<file path="src/core/cfgaux_pkg.sv">
/*
  Constants for the auxiliary configuration register group: offsets,
  field positions, reset values and access masks.
  Assumes an 8-bit register offset and 32-bit data words.
*/
package cfgaux_pkg;

  // ==========================================================
  // Register offsets
  localparam logic [7:0] CFG_OFS_LINK_FEAT = 8'hf4;
  localparam logic [7:0] CFG_OFS_SUBSYS_ALIAS = 8'hf8;
  localparam logic [7:0] CFG_OFS_AUX_PIN_CTRL = 8'hfc;
  localparam logic [7:0] MEM_OFS_EVT_SET = 8'h80;
  localparam logic [7:0] MEM_OFS_EVT_CLR = 8'h84;
  localparam logic [7:0] MEM_OFS_MASK_SET = 8'h88;
  localparam logic [7:0] MEM_OFS_MASK_CLR = 8'h8c;

  // ==========================================================
  // Field positions
  localparam int LF_ACCEL_BIT = 1;
  localparam int LF_PHYPROG_BIT = 6;
  localparam int ALIAS_DEV_LSB = 16;
  localparam int PIN_NUM = 2;
  // Index 0 is aux_pin_a, index 1 is aux_pin_b
  localparam int PIN_LANE [PIN_NUM] = '{2, 3};
  localparam int PIN_IRQ_BIT [PIN_NUM] = '{23, 31};
  localparam int PIN_INV_BIT [PIN_NUM] = '{21, 29};
  localparam int PIN_DRV_BIT [PIN_NUM] = '{20, 28};
  localparam int PIN_VAL_BIT [PIN_NUM] = '{16, 24};
  localparam int GP_EVT_BIT = 25;
  localparam int GP_EVT_LANE = 3;

  // ==========================================================
  // Reset values and masks
  localparam logic LF_ACCEL_RST = 1'b0;
  localparam logic PHYPROG_RST = 1'b0;
  localparam logic [31:0] ALIAS_RST = 32'h0000_0000;
  localparam logic [PIN_NUM-1:0] PIN_FIELD_RST = 2'h0;
  localparam logic EVT_RST = 1'b0;
  localparam logic MASK_RST = 1'b0;
  localparam logic [31:0] RD_UNMAPPED = 32'h0000_0000;
  localparam logic [31:0] LF_RD_MASK = 32'h0000_0002;
  localparam logic [31:0] PIN_RD_MASK = 32'hb1b1_0000;
  localparam logic [3:0] BE_ALL = 4'hf;

endpackage

</file>
<file path="src/core/cfgaux_pin.sv">
/*
  One auxiliary pin input path: two-flop synchroniser, polarity
  invert of the read level and change detection.
  Assumes pin_in is asynchronous to clk_sys.
*/
`timescale 1ns/1ps
module cfgaux_pin
  import cfgaux_pkg::*;
(
  input wire logic clk_sys,
  input wire logic rst_n,
  input wire logic pin_in,
  input wire logic invert,
  input wire logic irq_en,
  output logic level,
  output logic change
);

  logic sync1_r;
  logic sync2_r;
  logic prev_r;
  logic edge_seen;

  // ==========================================================
  // Synchroniser and change detect
  // sync then detect
  always_ff @(posedge clk_sys) begin
    if (!rst_n) begin
      sync1_r <= 1'b0;
      sync2_r <= 1'b0;
      prev_r <= 1'b0;
      change <= 1'b0;
    end else begin
      sync1_r <= pin_in;
      sync2_r <= sync1_r;
      prev_r <= sync2_r;
      change <= irq_en & edge_seen;
    end
  end

  // Raw level edges only: flipping invert is not a pin change
  assign edge_seen = sync2_r ^ prev_r;
  assign level = sync2_r ^ invert;
endmodule // cfgaux_pin

</file>
<file path="src/core/cfgaux_evt.sv">
/*
  General-purpose event flag with its mask and interrupt output.
  Assumes single-cycle write strobes already gated by the data bit.
*/
`timescale 1ns/1ps
module cfgaux_evt
  import cfgaux_pkg::*;
(
  input wire logic clk_sys,
  input wire logic rst_n,
  input wire logic evt_in,
  input wire logic evt_set_wr,
  input wire logic evt_clr_wr,
  input wire logic mask_set_wr,
  input wire logic mask_clr_wr,
  output logic evt_r,
  output logic mask_r,
  output logic irq_r
);

  logic evt_nxt;
  logic mask_nxt;

  // ==========================================================
  // Event and mask
  // event then mask
  // Hardware set beats a same-cycle software clear
  assign evt_nxt = evt_in | evt_set_wr | (evt_r & ~evt_clr_wr);
  assign mask_nxt = mask_set_wr | (mask_r & ~mask_clr_wr);

  always_ff @(posedge clk_sys) begin
    if (!rst_n) begin
      evt_r <= EVT_RST;
      mask_r <= MASK_RST;
      irq_r <= 1'b0;
    end else begin
      evt_r <= evt_nxt;
      mask_r <= mask_nxt;
      irq_r <= evt_nxt & mask_nxt;
    end
  end
endmodule // cfgaux_evt

</file>
<file path="src/core/cfgaux_regs.sv">
/*
  Auxiliary configuration register group: link feature control,
  subsystem identification alias and auxiliary pin control, plus the
  general-purpose event and mask reached in memory space.
  Assumes a simple access port: one-cycle rd/wr strobes, byte enables,
  cfg_space low for configuration space and high for memory space.
*/
// Behaviour
// - Accel bit set tells the PHY that acceleration is supported.
// - Bit 6 reads zero; the loaded value drives phy_program_allow.
// - Link feature bits 5 to 2 read as zero.
// - Link feature bit 0 reads as zero.
// - Writing the alias register updates the subsystem identifiers.
// - Alias reads return last written value; resets to zero.
// - Alias upper half holds board device identifier, read/write.
// - Alias lower half holds board maker identifier, read/write.
// - Pin b change with its enable set raises an event.
// - Pin event is latched, then masked, before the interrupt.
// - Pin control bit 30 reads as zero.
// - Pin b invert bit flips pin b polarity.
// - Pin b drive enable drives the pin, else high impedance.
// - Pin control bits 27 to 25 read as zero.
// - Pin b value reads the live input level.
// - Pin b value write sets the level driven when enabled.
// - Pin a has the same four controls in bits 23,21,20,16.
// - Pin control bits 15-0, 22 and 19-17 read as zero.
`timescale 1ns/1ps
module cfgaux_regs
  import cfgaux_pkg::*;
(
  input wire logic clk_sys,
  input wire logic rst_n,
  input wire logic cfg_space,
  input wire logic [7:0] cfg_addr,
  input wire logic cfg_wr,
  input wire logic cfg_rd,
  input wire logic [3:0] cfg_be,
  input wire logic [31:0] cfg_wdata,
  output logic [31:0] cfg_rdata_r,
  output logic cfg_ack_r,
  input wire logic eeprom_load,
  input wire logic [7:0] eeprom_enh,
  output logic phy_accel_support_r,
  output logic phy_program_allow_r,
  output logic [15:0] board_device_alias_r,
  output logic [15:0] board_maker_alias_r,
  input wire logic [PIN_NUM-1:0] aux_pin_in,
  output logic [PIN_NUM-1:0] aux_pin_out_r,
  output logic [PIN_NUM-1:0] aux_pin_oe_r,
  output logic irq_r
);

  // ==========================================================
  // Address decode
  logic sel_cfg;
  logic sel_mem;
  logic hit_lf;
  logic hit_ss;
  logic hit_pin;
  logic hit_evs;
  logic hit_evc;
  logic hit_mks;
  logic hit_mkc;
  logic wr_lf;
  logic wr_ss;
  logic wr_pin;

  assign sel_cfg = ~cfg_space;
  assign sel_mem = cfg_space;
  assign hit_lf = sel_cfg && (cfg_addr == CFG_OFS_LINK_FEAT);
  assign hit_ss = sel_cfg && (cfg_addr == CFG_OFS_SUBSYS_ALIAS);
  assign hit_pin = sel_cfg && (cfg_addr == CFG_OFS_AUX_PIN_CTRL);
  assign hit_evs = sel_mem && (cfg_addr == MEM_OFS_EVT_SET);
  assign hit_evc = sel_mem && (cfg_addr == MEM_OFS_EVT_CLR);
  assign hit_mks = sel_mem && (cfg_addr == MEM_OFS_MASK_SET);
  assign hit_mkc = sel_mem && (cfg_addr == MEM_OFS_MASK_CLR);
  assign wr_lf = cfg_wr && hit_lf;
  assign wr_ss = cfg_wr && hit_ss;
  assign wr_pin = cfg_wr && hit_pin;

  // ==========================================================
  // Link feature control
  logic accel_nxt;
  logic phyprog_nxt;

  assign accel_nxt = (wr_lf && cfg_be[0]) ? cfg_wdata[LF_ACCEL_BIT]
                                          : phy_accel_support_r;
  assign phyprog_nxt = eeprom_load ? eeprom_enh[LF_PHYPROG_BIT]
                                   : phy_program_allow_r;

  always_ff @(posedge clk_sys) begin
    if (!rst_n) begin
      phy_accel_support_r <= LF_ACCEL_RST;
      phy_program_allow_r <= PHYPROG_RST;
    end else begin
      phy_accel_support_r <= accel_nxt;
      phy_program_allow_r <= phyprog_nxt;
    end
  end

  // ==========================================================
  // Subsystem identification alias
  logic [31:0] alias_word;
  logic [31:0] alias_nxt;

  // device half high, maker half low
  assign alias_word = {board_device_alias_r, board_maker_alias_r};

  for (genvar b = 0; b < 4; b++) begin : g_alias
    assign alias_nxt[8*b +: 8] = (wr_ss && cfg_be[b])
                                 ? cfg_wdata[8*b +: 8]
                                 : alias_word[8*b +: 8];
  end

  always_ff @(posedge clk_sys) begin
    if (!rst_n) begin
      board_device_alias_r <= ALIAS_RST[31:ALIAS_DEV_LSB];
      board_maker_alias_r <= ALIAS_RST[ALIAS_DEV_LSB-1:0];
    end else begin
      board_device_alias_r <= alias_nxt[31:ALIAS_DEV_LSB];
      board_maker_alias_r <= alias_nxt[ALIAS_DEV_LSB-1:0];
    end
  end

  // ==========================================================
  // Auxiliary pin control
  logic [PIN_NUM-1:0] wr_lane;
  logic [PIN_NUM-1:0] irq_en_r;
  logic [PIN_NUM-1:0] irq_en_nxt;
  logic [PIN_NUM-1:0] inv_r;
  logic [PIN_NUM-1:0] inv_nxt;
  logic [PIN_NUM-1:0] drv_r;
  logic [PIN_NUM-1:0] drv_nxt;
  logic [PIN_NUM-1:0] dout_r;
  logic [PIN_NUM-1:0] dout_nxt;
  logic [PIN_NUM-1:0] pin_level;
  logic [PIN_NUM-1:0] pin_change;
  logic [31:0] pin_part [PIN_NUM];
  logic [31:0] pin_word;

  for (genvar g = 0; g < PIN_NUM; g++) begin : g_pin
    assign wr_lane[g] = wr_pin && cfg_be[PIN_LANE[g]];
    assign irq_en_nxt[g] = wr_lane[g] ? cfg_wdata[PIN_IRQ_BIT[g]]
                                      : irq_en_r[g];
    assign inv_nxt[g] = wr_lane[g] ? cfg_wdata[PIN_INV_BIT[g]]
                                   : inv_r[g];
    assign drv_nxt[g] = wr_lane[g] ? cfg_wdata[PIN_DRV_BIT[g]]
                                   : drv_r[g];
    assign dout_nxt[g] = wr_lane[g] ? cfg_wdata[PIN_VAL_BIT[g]]
                                    : dout_r[g];

    cfgaux_pin u_pin (
      .clk_sys(clk_sys),
      .rst_n(rst_n),
      .pin_in(aux_pin_in[g]),
      .invert(inv_r[g]),
      .irq_en(irq_en_r[g]),
      .level(pin_level[g]),
      .change(pin_change[g])
    );

    assign pin_part[g] = (32'(irq_en_r[g]) << PIN_IRQ_BIT[g])
                       | (32'(inv_r[g]) << PIN_INV_BIT[g])
                       | (32'(drv_r[g]) << PIN_DRV_BIT[g])
                       | (32'(pin_level[g]) << PIN_VAL_BIT[g]);
  end

  // the same: only pin fields are placed
  assign pin_word = pin_part[0] | pin_part[1];

  always_ff @(posedge clk_sys) begin
    if (!rst_n) begin
      irq_en_r <= PIN_FIELD_RST;
      inv_r <= PIN_FIELD_RST;
      drv_r <= PIN_FIELD_RST;
      dout_r <= PIN_FIELD_RST;
      aux_pin_out_r <= PIN_FIELD_RST;
      aux_pin_oe_r <= PIN_FIELD_RST;
    end else begin
      irq_en_r <= irq_en_nxt;
      inv_r <= inv_nxt;
      drv_r <= drv_nxt;
      dout_r <= dout_nxt;
      aux_pin_out_r <= dout_nxt ^ inv_nxt;
      aux_pin_oe_r <= drv_nxt;
    end
  end

  // ==========================================================
  // General-purpose event and mask
  logic gp_evt;
  logic evt_bit_wr;
  logic evt_flag;
  logic mask_flag;

  assign gp_evt = |pin_change;
  assign evt_bit_wr = cfg_wr && cfg_be[GP_EVT_LANE]
                      && cfg_wdata[GP_EVT_BIT];

  cfgaux_evt u_evt (
    .clk_sys(clk_sys),
    .rst_n(rst_n),
    .evt_in(gp_evt),
    .evt_set_wr(evt_bit_wr && hit_evs),
    .evt_clr_wr(evt_bit_wr && hit_evc),
    .mask_set_wr(evt_bit_wr && hit_mks),
    .mask_clr_wr(evt_bit_wr && hit_mkc),
    .evt_r(evt_flag),
    .mask_r(mask_flag),
    .irq_r(irq_r)
  );

  // ==========================================================
  // Read mux and answer
  logic [31:0] lf_word;
  logic [31:0] evt_word;
  logic [31:0] evt_masked_word;
  logic [31:0] mask_word;
  logic [31:0] rd_word;

  // bit 0 zero too, and bit 6 is not returned
  assign lf_word = 32'(phy_accel_support_r) << LF_ACCEL_BIT;
  assign evt_word = 32'(evt_flag) << GP_EVT_BIT;
  assign evt_masked_word = 32'(evt_flag & mask_flag) << GP_EVT_BIT;
  assign mask_word = 32'(mask_flag) << GP_EVT_BIT;

  // Unmapped offsets answer with zero data rather than stalling
  assign rd_word = hit_lf ? lf_word
                 : hit_ss ? alias_word
                 : hit_pin ? pin_word
                 : hit_evs ? evt_word
                 : hit_evc ? evt_masked_word
                 : (hit_mks || hit_mkc) ? mask_word
                 : RD_UNMAPPED;

  always_ff @(posedge clk_sys) begin
    if (!rst_n) begin
      cfg_rdata_r <= RD_UNMAPPED;
      cfg_ack_r <= 1'b0;
    end else begin
      cfg_rdata_r <= cfg_rd ? rd_word : RD_UNMAPPED;
      cfg_ack_r <= cfg_rd || cfg_wr;
    end
  end
endmodule // cfgaux_regs

</file>
<file path="config.mk">
export PLATFORM = sky130hd
export DESIGN_NAME = cfgaux_regs
export DESIGN_NICKNAME = d
export VERILOG_FILES = /design/src/core/cfgaux_pkg.sv /design/src/core/cfgaux_pin.sv /design/src/core/cfgaux_evt.sv /design/src/core/cfgaux_regs.sv
export SDC_FILE = /design/constraint.sdc
export NUM_CORES = 1
export LEC_CHECK = 0
export BUFFER_PORTS_ARGS = -buffer_cell sky130_fd_sc_hd__buf_4
export CAP_MARGIN = 0
export CORE_MARGIN = 1.5
export CORE_UTILIZATION = 43
export DETAILED_ROUTE_END_ITERATION = 7
export MAX_ROUTING_LAYER = met4
export PLACE_DENSITY = 0.82
export SETUP_SLACK_MARGIN = 0.02
export SLEW_MARGIN = 20
export SYNTH_ARGS = -nofsm -noshare
export SYNTH_HDL_FRONTEND = slang
export SYNTH_SLANG_ARGS = --single-unit
</file>
<file path="constraint.sdc">
create_clock -name clk_sys -period 1.6 [get_ports clk_sys]
set_input_delay 0.16 -clock clk_sys [delete_from_list [all_inputs] [get_ports clk_sys]]
set_output_delay 0.16 -clock clk_sys [all_outputs]
set_load 0.03 [all_outputs]
</file>
==> impl_metrics.toml <==
[drt]
detailedRoute.firstIterationViolations = 103
met1Wirelength_um = 3120
ant_nets = 0
via_density_per_instance = 4.90
wirelength_um = 7740
route.detailed.wl_per_inst_um = 13.5
drc_errors = 0
vias = 2814
met2_length_um = 3940
drt_pre_antenna_iters = 5
routed.top_layer = "met4"
route.met3.wl_um = 538

[clock_network]
htree_levels = 3
worst_path_clk_slew_ns = 0.09
clock-root-buffer = "sky130_fd_sc_hd__clkbuf_8"
cts_num_sinks = 88
clk_latency_ns = 0.36
cts-buffers-inserted = 9
tritoncts_clock_tree = "yes"
clock_path_buffers = 2
cts_setup_buffers = 0

[hold_path]
holdCritStartpoint = "cfg_wdata[8]"
hold_class = "input port to flop"
worstHoldEndpoint = "board_maker_alias_r[8]"
min_delay_path_depth = 3

[placement]
gp_congestion = 0.952
post-place-ws_ns = -0.0457
placed_cell_area_um2 = 4280
detailed_place_hpwl_um = 5690
number_of_input_and_output_port_buffers_inserted = 124

[cells_and_area]
multiInputGateArea_um2 = 1290
antenna_diode_count = 0
final_nets = 530
ff_latch_area_um2 = 1760
final.fill_count = 608
layout-drive-gt1-share = 0.371
fin_area_um2 = 4540
area_delta_synth_final_pct = 43.9

[yosys]
synth-edff-count = 0
postSynthRegisterBits = 88
proportion_of_register_bits_with_asynchronous_set_or_reset_after_synthesis = 0
ys_seq_area_frac = 0.558
synth_commonest_cells = "sky130_fd_sc_hd__dfxtp_1, sky130_fd_sc_hd__nand3_1, sky130_fd_sc_hd__o21ai_0"
synth_top_family_by_area = "simple AND/OR/NAND/NOR gates"
yosys.cell_count.top_type = "sky130_fd_sc_hd__dfxtp_1"
synth_area_um2 = 3160
synthXorXnorAreaFrac = 0.0222
synthesis.area_per_instance_um2 = 9.39
synth_flop_cell = "sky130_fd_sc_hd__dfxtp_1"
number_of_warnings_reported_in_the_yosys_synthesis_log = 0
netlist-cell-type-count = 35
synth_area_in_compound_gates = 0.0864
ys_top_cells_by_area = "sky130_fd_sc_hd__dfxtp_1, sky130_fd_sc_hd__nand3_1, sky130_fd_sc_hd__o21ai_0"
fraction_of_the_mapped_netlist_area_in_adder_cells = 0
mappedNetlistNets = 396
yosysTopAreaCell = "sky130_fd_sc_hd__dfxtp_1"
netlist_instances = 336
post_synthesis_mux_area_share = 0.0317
yosysTopAreaCellShare = 0.558
yosys.area_share.simple = 0.268

[pwr]
intPower_mw = 3.23
cellLeakagePower_nw = 1.97
ir_worst_vdd_mv = 0.421
power.share.sequential = 0.530
switching_part_of_the_total_power = 0.224
switchingPower_uw = 932
power_mw = 4.16
clkPwrFrac = 0.409
power_frac_comb = 0.062
power_density_nw_per_um2 = 916

[floorplan]
top_level_ports = 132
core_box_area_um2 = 7180
die_w_um = 88.7
die-height_um = 88.7
placementRows = 31
starting_density_of_the_core = 0.440
die_area_um2 = 7860

[global_route]
overflow = 0
groute.usage.overall = 0.199
first_global_vias = 2456
initial_antenna_violation_count = 0
first_pass_grt_wire_length_um = 11500
grt_start_max_net_pins = 43

[sta]
grt_setup_unrepaired = "false"
timing.slew.headroom = 0.709
worstMarginPinSlew_ns = 0.426
sum_neg_setup_slack_ns = 0
finClkSkew_ns = 0.00644
fin_crit_sh = 0.803
finalSetupViolCount = 0
slew_viol_final = 0
min_cycle_time_layout_ns = 1.29
hold_viol = 0
fmax_mhz = 778
postLayoutSetupSlackWorst_ns = 0.315

[flow_run]
drv.max_cap_violation_count = 0

[worst_setup_path]
r2r_start = "board_maker_alias_r[1]"
worst_r2r_endpoint = "cfg_rdata_r[1]"
ff2ff_setup_slack_ns = 0.54
critical_path.max_fanout = 10
worst_setup_path_end_kind = "flop"
worst_ep_required_time_ns = 1.84
crit_arrival_ns = 1.52
critical_path.startpoint_type = "input port"
kind_of_critical_path = "input port to flop"
cells_on_worst_reg2reg_path = 2

[outcome]
status = "finished clean"
-- per-stage QoR --
stage / cells / util / hold WS [ns]
after floorplan: 336 / - / 0.276
after global placement: 555 / 0.597 / 0.370
after detailed placement: 555 / 0.597 / 0.373
after CTS: 574 / 0.633 / 0.00698
after global routing: 574 / 0.633 / 0.0153
final: 574 / 0.633 / 0.0242
-- cell families (layout without fill, tap and decap cells) --
logic type / after synthesis / count (layout)
DFF: 88 / 88
AOI/OAI and AO/OA: 49 / 49
buffers and inverters: 25 / 164
xor gates and xnor gates: 8 / 8
and+or+nand+nor: 156 / 156
muxes: 10 / 10
-- per-layer routing --
metal	global-route usage	up-vias
met2	0.346	91
met3	0.0653	13
met1	0.211	1297
li1	-	1413
met5	-	-
met4	0.0724	0
-- worst max-delay path: stages --
cell	delay (ns)
sky130_fd_sc_hd__buf_4	0.11
sky130_fd_sc_hd__or3b_4	0.40
sky130_fd_sc_hd__or4_1	0.47
sky130_fd_sc_hd__buf_4	0.18
sky130_fd_sc_hd__nor2_1	0.13
sky130_fd_sc_hd__a211oi_1	0.06
-- power by group through the flow --
stage,Clock [mW],Sequential [mW],Combinational (mW)
3_5_place_dp,0,2.25,0.250
3_3_place_gp,0,2.25,0.247
6_report,1.70,2.20,0.257
2_1_floorplan,0,2.26,0.0981
5_1_grt,1.83,2.20,0.277
4_1_cts,1.74,2.20,0.257
-- worst max-delay path by stage --
stage	slack [ns]	depth (start not counted)	to	startpoint
final	0.31	6	aux_pin_out_r[1]	cfg_addr[1]
after global routing	0.28	7	board_maker_alias_r[7]	cfg_addr[1]
after CTS	0.34	6	aux_pin_out_r[1]	cfg_addr[1]
after detailed placement	-0.05	6	aux_pin_out_r[1]	cfg_addr[1]
after global placement	-0.02	6	aux_pin_out_r[0]	cfg_addr[1]
after floorplan	0.12	4	aux_pin_out_r[0]	cfg_addr[1]
-- final cells by class --
cell class | count | share of cell area
inverters | 3 | 0.00248
repair buffers | 145 | 0.247
flip-flops and latches | 88 | 0.388
multi-input cells | 223 | 0.285
clock inverters | 7 | 0.0226
well taps | 99 | 0.0273
clock buffers | 9 | 0.0273
-- state kept, by name, indices dropped and copies added (netlist names) --
| signal | cells |
|---|---|
| u_evt.evt_r | 1 |
| aux_pin_out_r | 2 |
| g_pin.u_pin.prev_r | 2 |
| drv_r | 2 |
| board_device_alias_r | 16 |
| g_pin.u_pin.sync1_r | 2 |
| phy_accel_support_r | 1 |
| board_maker_alias_r | 16 |
| g_pin.u_pin.change | 2 |
| cfg_ack_r | 1 |
| phy_program_allow_r | 1 |
| u_evt.mask_r | 1 |
| dout_r | 2 |
| irq_en_r | 2 |
| inv_r | 2 |
| u_evt.irq_r | 1 |
| g_pin.u_pin.sync2_r | 2 |
| cfg_rdata_r | 32 |
-- timing repair --
action / 4_1_cts / 5_1_grt
hold buffers: 3 / 0
resized for setup: 0 / 0
endpoints found under the hold margin: 3 / 0
-- cells in the final DEF, fill, tap and decap left out, types with 3 or more instances in the layout --
master / n
sky130_fd_sc_hd__mux2i_1: 10
sky130_fd_sc_hd__inv_1: 3
sky130_fd_sc_hd__nand2_1: 37
sky130_fd_sc_hd__o21ai_0: 40
sky130_fd_sc_hd__a211oi_1: 3
sky130_fd_sc_hd__dlygate4sd3_1: 3
sky130_fd_sc_hd__dfxtp_1: 88
sky130_fd_sc_hd__and2_2: 12
sky130_fd_sc_hd__buf_4: 140
sky130_fd_sc_hd__nand4_1: 6
sky130_fd_sc_hd__and2_1: 17
sky130_fd_sc_hd__nand3_1: 47
sky130_fd_sc_hd__clkinvlp_4: 3
sky130_fd_sc_hd__clkbuf_8: 9
sky130_fd_sc_hd__nor2_1: 18
sky130_fd_sc_hd__xnor2_1: 6
Note: power is estimated with default switching activity, not from simulation.
